**src/rtl/dsq_pkg.sv**
```systemverilog
// Package for the dual-engine pair sequencer: constants, register map, states.
// Assumes a single 100 MHz clock; one converter clock period equals one cycle.
package dsq_pkg;
  localparam int unsigned NUM_PAIRS      = 13;
  localparam int unsigned CLK_PERIOD_NS  = 10;
  // Sampling window in converter periods
  localparam int unsigned SAMPLE_TICKS   = 2;
  // Early interrupt point after conversion start
  localparam int unsigned EARLY_TICKS    = 7;
  // Full conversion length in converter periods
  localparam int unsigned CONV_TICKS     = 14;
  // Pairs with a dedicated even sample-and-hold
  localparam int unsigned DEDICATED_PAIRS = 4;
  localparam logic [3:0] OFFSET_STEP     = 4'h4;
  // Register byte addresses
  localparam logic [7:0] ADDR_CONTROL    = 8'h00;
  localparam logic [7:0] ADDR_STATUS     = 8'h04;
  localparam logic [7:0] ADDR_BASE       = 8'h08;
  localparam logic [7:0] ADDR_IRQ_STATUS = 8'h0C;
  localparam logic [7:0] ADDR_IRQ_MASK   = 8'h10;
  localparam logic [7:0] ADDR_ROUTE      = 8'h14;
  localparam logic [7:0] ADDR_PAIR_CTRL0 = 8'h20;
  // Control register field positions
  localparam int unsigned CTRL_EARLY_BIT = 7;
  localparam int unsigned CTRL_SEQ_BIT   = 5;
  localparam int unsigned CTRL_FREE_BIT  = 4;
  localparam int unsigned CTRL_ORDER_BIT = 6;
  localparam int unsigned ROUTE_BIT      = 15;
  localparam logic [15:0] CONTROL_RESET  = 16'h0003;
  localparam logic [31:0] ZERO_WORD      = 32'h0000_0000;
  typedef enum logic [2:0] {DSQ_IDLE, DSQ_SYNC, DSQ_SAMPLE, DSQ_CONVERT} dsq_state_t;
endpackage

```
**src/rtl/dsq_prio.sv**
```systemverilog
// Fixed priority picker: lowest index wins.
// Pure combinational; used for arbitration and for the handler offset.
`timescale 1ns/1ps
module dsq_prio import dsq_pkg::*; #(
  parameter int unsigned WIDTH = 13
) (
  input  wire logic [WIDTH-1:0] req,
  output logic                  any,
  output logic [3:0]            idx
);
  // Scan downward so the lowest set index is kept last
  always_comb begin
    any = 1'b0;
    idx = 4'h0;
    for (int i = WIDTH - 1; i >= 0; i--) begin
      if (req[i]) begin
        any = 1'b1;
        idx = 4'(i);
      end
    end
  end
endmodule

```
**src/rtl/dsq_sync.sv**
```systemverilog
// Two-flop level synchroniser for request lines.
// Assumes the input is a level held until acknowledged.
`timescale 1ns/1ps
module dsq_sync import dsq_pkg::*; #(
  parameter int unsigned WIDTH = 13
) (
  input  wire logic             clk,
  input  wire logic             resetn,
  input  wire logic [WIDTH-1:0] async_in,
  output logic      [WIDTH-1:0] sync_out
);
  logic [WIDTH-1:0] meta_q;
  // First stage feeds only the second
  always_ff @(posedge clk or negedge resetn) begin
    if (!resetn) begin
      meta_q   <= '0;
      sync_out <= '0;
    end else begin
      meta_q   <= async_in;
      sync_out <= meta_q;
    end
  end
endmodule

```
**src/rtl/dsq_top.sv**
```systemverilog
// Pair conversion sequencer with individual and shared interrupts.
// Assumes one 100 MHz clock, requests as levels from the processor domain.
// Register port never waits; read data stand for one cycle only.
// Functional notes
// - Sequential-sampling and reverse-order selects are ignored entirely.
// - Dedicated pair, free-running clear: synchronous sampling, parallel conversion.
// - Dedicated pair, free-running set: even input sampled only while the sequencer is idle, parallel conversion.
// - Shared-hold pairs always sample synchronously whatever the selects hold.
// - Requests are synchronised into the converter domain before sampling.
// - Both inputs sampled together for two converter periods; for a free-running dedicated pair only the odd input.
// - Even and odd engines convert concurrently.
// - Early select set: interrupt seven periods after conversion start.
// - Early select clear: interrupt after conversion completes.
// - Each pair has its own interrupt output.
// - Route bit 15 of pair control sends the pair to the shared interrupt.
// - Base register read returns base plus offset of the causing pair.
// - Offset is four times the pair number, 0 to 48.
// - A pair interrupt also sets that pair's result-ready bit.
// - Simultaneous requests served by priority, pair zero first.
//
// Strobed register access and the address map were decided locally.
`timescale 1ns/1ps
module dsq_top import dsq_pkg::*; #(
  parameter int unsigned PAIRS = NUM_PAIRS
) (
  input  wire logic             clk,
  input  wire logic             resetn,
  input  wire logic [7:0]       addr,
  input  wire logic [31:0]      wdata,
  input  wire logic             wr_en,
  input  wire logic             rd_en,
  output logic      [31:0]      rdata,
  input  wire logic [PAIRS-1:0] pair_request,
  output logic      [PAIRS-1:0] pair_conversion_flag,
  output logic                  shared_conversion_flag,
  output logic                  irq,
  output logic                  even_sample,
  output logic                  odd_sample,
  output logic                  even_convert,
  output logic                  odd_convert,
  output logic      [3:0]       active_pair
);
  logic [15:0]      control_q;
  logic [15:0]      base_q;
  logic [PAIRS-1:0] route_q;
  logic [PAIRS-1:0] pending_q;
  logic [PAIRS-1:0] converter_status_q;
  logic [2:0]       irq_status_q;
  logic [2:0]       irq_mask_q;
  logic [PAIRS-1:0] req_sync;
  logic [PAIRS-1:0] req_prev_q;
  dsq_state_t       state_q;
  logic [3:0]       cnt_q;
  logic [3:0]       cur_q;
  logic             early_done_q;
  logic             any_pending;
  logic [3:0]       next_pair;
  logic             any_shared;
  logic [3:0]       shared_pair;

  // One-hot mask of a pair; used for arbitration clear and event decode
  function automatic logic [PAIRS-1:0] pair_bit(input logic [3:0] idx);
    pair_bit = PAIRS'(1) << idx;
  endfunction

  // Aligned, mapped pair control word; misaligned or spare offsets read as zero
  function automatic logic pair_slot(input logic [7:0] a);
    logic [7:0] rel;
    rel       = a - ADDR_PAIR_CTRL0;
    pair_slot = a >= ADDR_PAIR_CTRL0 && rel[1:0] == 2'b00 && rel[7:2] < PAIRS;
  endfunction

  // Request synchroniser
  // two-flop crossing
  dsq_sync #(.WIDTH(PAIRS)) u_sync (
    .clk      (clk),
    .resetn   (resetn),
    .async_in (pair_request),
    .sync_out (req_sync)
  );

  dsq_prio #(.WIDTH(PAIRS)) u_arb (
    .req (pending_q),
    .any (any_pending),
    .idx (next_pair)
  );

  // lowest ready routed pair names the offset
  dsq_prio #(.WIDTH(PAIRS)) u_shr (
    .req (converter_status_q & route_q),
    .any (any_shared),
    .idx (shared_pair)
  );

  // Decoding
  // Address compares are exact, so unmapped writes fall through harmlessly
  wire        early_sel   = control_q[CTRL_EARLY_BIT];
  wire        free_sel    = control_q[CTRL_FREE_BIT];
  wire        wr_ctrl     = wr_en && addr == ADDR_CONTROL;
  wire        wr_status   = wr_en && addr == ADDR_STATUS;
  wire        wr_base     = wr_en && addr == ADDR_BASE;
  wire        wr_irq_clr  = wr_en && addr == ADDR_IRQ_STATUS;
  wire        wr_mask     = wr_en && addr == ADDR_IRQ_MASK;
  wire        wr_route    = wr_en && addr == ADDR_ROUTE;
  wire [7:0]  pc_rel      = addr - ADDR_PAIR_CTRL0;
  wire        wr_pair     = wr_en && pair_slot(addr);
  wire [3:0]  pc_idx      = pc_rel[5:2];
  wire [PAIRS-1:0] rise   = req_sync & ~req_prev_q;
  // dedicated pair with free-running select clear samples on request
  // dedicated even hold already tracks; request ends the sample at once
  // shared-hold pairs ignore the free-running select
  wire        cur_free    = free_sel && cur_q < DEDICATED_PAIRS;
  // early point counted from conversion start
  // otherwise at full completion
  // Only one event per pair visit, early or late, never both
  wire        conv_evt    = state_q == DSQ_CONVERT &&
                            (early_sel ? (cnt_q == 4'(EARLY_TICKS - 1) && !early_done_q)
                                       : cnt_q == 4'(CONV_TICKS - 1));
  wire [PAIRS-1:0] evt_vec = conv_evt ? pair_bit(cur_q) : '0;
  // base plus offset; offset is four times pair number
  wire [15:0] base_read   = base_q + (any_shared ? 16'(shared_pair) * 16'(OFFSET_STEP) : 16'h0000);
  // Shared event comes from the routed pulse itself; ready bits lag by a cycle
  wire [2:0]  irq_events  = {|(evt_vec & route_q), |evt_vec, conv_evt && early_sel};

  // Configuration registers
  // sequential and order bits are stored but steer nothing
  always_ff @(posedge clk or negedge resetn) begin
    if (!resetn) begin
      control_q  <= CONTROL_RESET;
      base_q     <= 16'h0000;
      irq_mask_q <= 3'h0;
      route_q    <= '0;
    end else begin
      if (wr_ctrl)  control_q  <= wdata[15:0];
      // Bit 0 is not stored, which keeps every handler address even
      if (wr_base)  base_q     <= {wdata[15:1], 1'b0};
      if (wr_mask)  irq_mask_q <= wdata[2:0];
      if (wr_route) route_q    <= wdata[PAIRS-1:0];
      // route bit lives in bit 15 of the pair control word
      if (wr_pair)  route_q[pc_idx] <= wdata[ROUTE_BIT];
    end
  end

  // Pending latches rising synchronised requests; cleared when served
  // A request rising while its own pair is picked is kept: set wins
  always_ff @(posedge clk or negedge resetn) begin
    if (!resetn) begin
      pending_q  <= '0;
      req_prev_q <= '0;
    end else begin
      req_prev_q <= req_sync;
      pending_q  <= (pending_q & ~((state_q == DSQ_IDLE && any_pending) ? pair_bit(next_pair) : '0)) | rise;
    end
  end

  // Sequencer: idle, sync settle, sample, convert
  always_ff @(posedge clk or negedge resetn) begin
    if (!resetn) begin
      state_q      <= DSQ_IDLE;
      cnt_q        <= 4'h0;
      cur_q        <= 4'h0;
      early_done_q <= 1'b0;
    end else begin
      case (state_q)
        DSQ_IDLE: begin
          // Counter parked at zero so every phase starts clean
          cnt_q        <= 4'h0;
          early_done_q <= 1'b0;
          if (any_pending) begin
            cur_q   <= next_pair;
            state_q <= DSQ_SYNC;
          end
        end
        // one settle cycle; request to sample strobe spans 5-6 periods
        DSQ_SYNC: begin
          state_q <= DSQ_SAMPLE;
        end
        // two-period sampling window for both inputs, or the odd input alone when cur_free
        DSQ_SAMPLE: begin
          if (cnt_q == 4'(SAMPLE_TICKS - 1)) begin
            cnt_q   <= 4'h0;
            state_q <= DSQ_CONVERT;
          end else begin
            cnt_q <= cnt_q + 4'h1;
          end
        end
        // both engines run together for the full conversion
        DSQ_CONVERT: begin
          // Engines stay busy after an early interrupt until the full count
          if (conv_evt) early_done_q <= 1'b1;
          if (cnt_q == 4'(CONV_TICKS - 1)) begin
            cnt_q   <= 4'h0;
            state_q <= DSQ_IDLE;
          end else begin
            cnt_q <= cnt_q + 4'h1;
          end
        end
        default: state_q <= DSQ_IDLE;
      endcase
    end
  end

  // Status, flags and interrupt; hardware set wins over software clear
  // pair event sets result-ready
  // Shared flag follows the routed ready bits; clearing them drops it
  always_ff @(posedge clk or negedge resetn) begin
    if (!resetn) begin
      converter_status_q     <= '0;
      irq_status_q           <= 3'h0;
      pair_conversion_flag   <= '0;
      shared_conversion_flag <= 1'b0;
      irq                    <= 1'b0;
    end else begin
      // Write one clears a ready bit; zeros leave it alone
      converter_status_q <= (converter_status_q & ~(wr_status ? wdata[PAIRS-1:0] : '0)) | evt_vec;
      irq_status_q       <= (irq_status_q & ~(wr_irq_clr ? wdata[2:0] : 3'h0)) | irq_events;
      pair_conversion_flag   <= evt_vec;
      // routed pairs with ready data hold the shared line
      shared_conversion_flag <= |((converter_status_q | evt_vec) & route_q);
      irq                    <= |((irq_status_q | irq_events) & irq_mask_q);
    end
  end

  // Analog sequencing strobes and read data
  always_ff @(posedge clk or negedge resetn) begin
    if (!resetn) begin
      even_sample  <= 1'b0;
      odd_sample   <= 1'b0;
      even_convert <= 1'b0;
      odd_convert  <= 1'b0;
      active_pair  <= 4'h0;
      rdata        <= ZERO_WORD;
    end else begin
      // free-running dedicated hold samples in idle too
      even_sample  <= state_q == DSQ_SAMPLE ? !cur_free : (state_q == DSQ_IDLE && free_sel);
      odd_sample   <= state_q == DSQ_SAMPLE;
      // Both engines follow one state, so they cannot drift apart
      even_convert <= state_q == DSQ_CONVERT;
      odd_convert  <= state_q == DSQ_CONVERT;
      active_pair  <= cur_q;
      if (rd_en) begin
        case (addr)
          ADDR_CONTROL:    rdata <= {16'h0000, control_q};
          ADDR_STATUS:     rdata <= 32'(converter_status_q);
          ADDR_BASE:       rdata <= {16'h0000, base_read};
          ADDR_IRQ_STATUS: rdata <= {29'h0, irq_status_q};
          ADDR_IRQ_MASK:   rdata <= {29'h0, irq_mask_q};
          ADDR_ROUTE:      rdata <= 32'(route_q);
          default:         rdata <= pair_slot(addr) ? {16'h0000, route_q[pc_idx], 15'h0000} : ZERO_WORD;
        endcase
      end else begin
        rdata <= ZERO_WORD;
      end
    end
  end

  // Assertions
  a_early_point: assert property (@(posedge clk) disable iff (!resetn)
    (state_q == DSQ_CONVERT && early_sel && cnt_q == 4'h6 && !early_done_q) |=> pair_conversion_flag[cur_q])
    else $error("early interrupt missed");
  a_late_point: assert property (@(posedge clk) disable iff (!resetn)
    (|evt_vec && !early_sel) |-> cnt_q == 4'hD)
    else $error("late interrupt at wrong time");
  a_sample_two: assert property (@(posedge clk) disable iff (!resetn)
    $rose(odd_sample) |-> odd_sample[*2] ##1 !odd_sample)
    else $error("sample window not two periods");
  a_parallel_conv: assert property (@(posedge clk) disable iff (!resetn)
    even_convert == odd_convert)
    else $error("engines not concurrent");
  a_ready_set: assert property (@(posedge clk) disable iff (!resetn)
    |evt_vec |=> (converter_status_q & $past(evt_vec)) == $past(evt_vec))
    else $error("ready bit not set");
  a_base_offset: assert property (@(posedge clk) disable iff (!resetn)
    (rd_en && addr == ADDR_BASE && any_shared) |=> rdata[15:0] == $past(base_q) + 16'({$past(shared_pair), 2'b00}))
    else $error("base offset wrong");
  a_prio_pick: assert property (@(posedge clk) disable iff (!resetn)
    (state_q == DSQ_IDLE && pending_q[0]) |=> cur_q == 4'h0)
    else $error("priority not honoured");
  a_shared_route: assert property (@(posedge clk) disable iff (!resetn)
    |(evt_vec & route_q) |=> shared_conversion_flag)
    else $error("shared flag missed");
  c_early_run: cover property (@(posedge clk) disable iff (!resetn) conv_evt && early_sel);
  c_late_run: cover property (@(posedge clk) disable iff (!resetn) conv_evt && !early_sel);
  c_shared_hit: cover property (@(posedge clk) disable iff (!resetn) shared_conversion_flag);
  c_free_sample: cover property (@(posedge clk) disable iff (!resetn) state_q == DSQ_SAMPLE && cur_free);
  c_queued_pairs: cover property (@(posedge clk) disable iff (!resetn) state_q == DSQ_IDLE && $countones(pending_q) > 1);

  // Sequencing phases
  a_sync_settle: assert property (@(posedge clk) disable iff (!resetn)
    state_q == DSQ_SYNC |=> state_q == DSQ_SAMPLE && cnt_q == 4'h0)
    else $error("sync settle not one cycle");
  a_conv_length: assert property (@(posedge clk) disable iff (!resetn)
    (state_q == DSQ_CONVERT && cnt_q == 4'hD) |=> state_q == DSQ_IDLE)
    else $error("conversion length wrong");
  a_idle_quiet: assert property (@(posedge clk) disable iff (!resetn)
    state_q == DSQ_IDLE |=> !even_convert && !odd_sample)
    else $error("engines busy while idle");
  a_early_once: assert property (@(posedge clk) disable iff (!resetn)
    (state_q == DSQ_CONVERT && early_done_q && early_sel) |-> !conv_evt)
    else $error("second early interrupt");

  // Sampling modes
  a_even_free: assert property (@(posedge clk) disable iff (!resetn)
    (state_q == DSQ_SAMPLE && cur_free) |=> !even_sample)
    else $error("free-running even hold resampled");
  a_even_sync: assert property (@(posedge clk) disable iff (!resetn)
    (state_q == DSQ_SAMPLE && !cur_free) |=> even_sample)
    else $error("even input not sampled");
  a_shared_hold: assert property (@(posedge clk) disable iff (!resetn)
    (state_q == DSQ_SAMPLE && cur_q >= 4'(DEDICATED_PAIRS)) |=> even_sample == odd_sample)
    else $error("shared hold pair not synchronous");

  // Interrupts and status
  a_single_flag: assert property (@(posedge clk) disable iff (!resetn)
    $onehot0(pair_conversion_flag))
    else $error("several pair flags at once");
  a_irq_level: assert property (@(posedge clk) disable iff (!resetn)
    |(irq_status_q & irq_mask_q) |=> irq)
    else $error("interrupt output low");
  a_shared_event: assert property (@(posedge clk) disable iff (!resetn)
    |(evt_vec & route_q) |=> irq_status_q[2])
    else $error("shared event not latched");
  a_shared_drop: assert property (@(posedge clk) disable iff (!resetn)
    !(|(converter_status_q & route_q)) && !(|evt_vec) |=> !shared_conversion_flag)
    else $error("shared flag stuck");
  a_pair_ready: assert property (@(posedge clk) disable iff (!resetn)
    |pair_conversion_flag |-> (converter_status_q & pair_conversion_flag) == pair_conversion_flag)
    else $error("flag without ready bit");

  // Arbitration and handler offset
  a_prio_second: assert property (@(posedge clk) disable iff (!resetn)
    (state_q == DSQ_IDLE && pending_q[1] && !pending_q[0]) |=> cur_q == 4'h1)
    else $error("pair one skipped");
  a_offset_top: assert property (@(posedge clk) disable iff (!resetn)
    (rd_en && addr == ADDR_BASE && converter_status_q[0] && route_q[0]) |=> rdata[15:0] == $past(base_q))
    else $error("pair zero offset wrong");
  a_base_plain: assert property (@(posedge clk) disable iff (!resetn)
    (rd_en && addr == ADDR_BASE && !any_shared) |=> rdata[15:0] == $past(base_q))
    else $error("base read wrong");
endmodule

```
**config.mk**
```make
export PLATFORM = sky130hd
export DESIGN_NAME = dsq_top
export DESIGN_NICKNAME = d
export VERILOG_FILES = /design/src/rtl/dsq_pkg.sv /design/src/rtl/dsq_prio.sv /design/src/rtl/dsq_sync.sv /design/src/rtl/dsq_top.sv
export SDC_FILE = /design/constraint.sdc
export NUM_CORES = 1
export LEC_CHECK = 0
export BUFFER_PORTS_ARGS = -buffer_cell sky130_fd_sc_hd__buf_4
export CAP_MARGIN = 30
export CORE_MARGIN = 2
export CORE_UTILIZATION = 44
export CTS_BUF_LIST = sky130_fd_sc_hd__clkbuf_2
export DETAILED_ROUTE_END_ITERATION = 7
export PLACE_DENSITY = 0.69
export REMOVE_ABC_BUFFERS = 1
export SLEW_MARGIN = 20
export SYNTH_ARGS = -nofsm -noshare
export SYNTH_HDL_FRONTEND = slang
export SYNTH_HIERARCHICAL = 1
export SYNTH_SLANG_ARGS = --single-unit
```
**constraint.sdc**
```tcl
create_clock -name clk -period 4.9 [get_ports clk]
set_input_delay 0 -clock clk [delete_from_list [all_inputs] [get_ports clk]]
set_output_delay 0 -clock clk [all_outputs]
set_load 0.05 [all_outputs]
```
==> run metrics <==
Final min period=3.761 ns; Synth cell types=68; Final Non-Filler Cells=1,065; final hold violation count=0; Max stage delay cell, worst path=a221oi_1; Iteration-0 DRC Markers=496; synthesized flop and latch total=164; CTS resizes=0; most instantiated cells after synthesis=dfrtp_1 (162), nand2_1 (50), inv_1 (34), o21ai_0 (31); die area=approximately 18,000 sq um; syn avg cell area=11.37 sq um; sequential area share after synthesis=53.93%; number of global-route vias before repair=5,810; CTS Sinks=164; Post-route DRC=0; critical path peak fanout=8; # hold bufs at CTS=78; Crit path top cell by count=and2_1; Max stage delay on crit path=0.91 ns; CTS Buffer Depth=2; critical path launch point type=register; Post-synth ARST share=100.0%; setup total negative slack=0 ns; DP HPWL=13,230 microns; largest registers=control_q: 16 flops, rdata: 16 flops, base_q: 15 flops; Synth Warn #=6; Slew HR=approximately a quarter; antenna violations before repair=1; Post CTS Setup Buffer Count=0; grt ovf=0; Worst-Margin Slew=between 1 and 1.5 ns; Die Ht=between 100 and 150 microns; Filler Cells Inserted=1,454; crit path cell chain=and2_1, nor4_2, and2b_1, nand3_1, and2_1, ha_1, and3_1, a221oi_1, nor3_1, mux2_2, a32oi_1; final core utilization=55.15%; CTS tree=built; Starting Density=44.49%; die width=135.6 microns; num rows=48; top cell type's share of synthesized area=53.24%; Pleak=around 4.5 nW; H-tree levels=4; Num CTS Buffers=17; setup skew after layout=0.04649 ns; crit path kind=reg -> reg; Buffers on Ports=79; share of layout cells above drive strength 1=20.74%; worst skew pair latency=0.80 ns; layout overhead on the synthesized area=23.96%; PwrDens=307.8 nW/um^2; clock-pin slew on the worst setup and hold paths=0.26 ns; Placed Cells=about 950; Via density=about 5.6; WL/cell=18.29 microns; global router's overall resource usage=22.24%; Final period util=~77%; Nets=897; Synth area leader=dfrtp_1; Worst EP required=5.60 ns; Final ANT Viol Nets=0; Pins Over Slew Limit=0; core area=17,120 sq um; Hold/Removal Path Class=in -> reg; final hold slack=0.06086 ns; Most used DFF post-synth=dfrtp_1; DR vias=between 5,000 and 6,000; total wire length=19,480 microns; status=finished, final reports clean; first-pass GRT wire length=30,960 microns; RSZ-0062 raised after global routing=false; count leader, synth=dfrtp_1; final setup vio count=0; Crit path arrival time=4.46 ns; maximum clock rate=0.2659 GHz; drt first pass iters=8; Setup crit end kind=register; Placer Congestion=0.8963; cells after synthesis=670; # IOs=112; top cells by area, synth=dfrtp_1 (53%), mux2_1 (4.3%), mux2_2 (4.0%); largest net degree at the start of global routing=64; VDD IR max=0.2357 mV; clock root cell=clkbuf_2; Post-synth EDFFs=0; max_cap viols=0; Mapped Area=7615 sq um
[final timing paths]
kind | end | slack, ns | from | depth (start not counted)
setup reg to reg | rdata[15] | 1.14 | route_q[9] | 11
hold reg to reg | u_sync/sync_out[6] | 0.36 | u_sync/meta_q[6] | 0
min in group asynchronous | control_q[1] | 0.31 | resetn | 3
setup / recovery | rdata[15] | 1.14 | route_q[9] | 11
hold / removal | converter_status_q[9] | 0.06 | wdata[9] | 4
max in group asynchronous | active_pair[3] | 3.99 | resetn | 4
[kinds of logic after synthesis]
kind of cell    synth area share [%]
mux                            11.40
buf+inv                        4.831
fa+ha+maj                      2.399
simple gates                   14.90
xor+xnor                      0.4600
other cells                  0.04925
compound gates                 12.03
flops                          53.93
[layer usage]
metal	global-route usage, %	part of all wire (%)	vias up
met3	4.227	6.7	48
met2	35.77	48	256
li1	-	-	2711
met5	0	0	-
met1	29.91	42	2937
met4	8.796	2.9	0
[final cells by class]
class | count | area, sq um | area share, %
sequential | 164 | 4106 | 43.50
multi-input combinational | 443 | 3197 | 33.87
timing repair buffer | 164 | 1470 | 15.58
tap | 225 | 281.5 | 2.983
clock inverter | 14 | 156.4 | 1.657
inverter | 36 | 135.1 | 1.432
clock buffer | 18 | 90.09 | 0.9544
antenna | 1 | 2.502 | 0.02651
[metrics by stage]
step	worst slack (ns)	total power, mW	area, sq um
after detailed placement	1.321	2.121	8367
after floorplan	1.838	1.906	7438
after global routing	0.9938	3.057	9439
after global placement	1.340	2.084	8339
final	1.139	2.906	9439
after CTS	1.220	2.928	9412
[critical path, delay by kind of cell, from the launching register on]
kind	cells	cell delay (ns)
simple gates	7	1.36
compound gates	2	1.10
flops	1	0.53
mux	1	0.36
fa+ha+maj	1	0.33
[layout by cell type (no fill, tap or decap), types with 16 or more instances in the layout]
master and count:
conb_1 16, mux2_2 27, mux2_1 29, nor3_1 19
o21ai_0 31, inv_1 34, and2_1 17, dlygate4sd3_1 79
nand2_1 50, a21o_1 17, clkbuf_2 19, buf_4 81
nor2_1 29, dfrtp_1 162, a21oi_1 26
[power by group]
part / total (mW) / internal (mW) / switching [mW]
logic: 0.592 / 0.240 / 0.352
registers: 1.56 / 1.45 / 0.109
clock network: 0.755 / 0.215 / 0.541
total: 2.91 / 1.90 / 1.00
No activity file was read; power rests on OpenSTA's default activity.
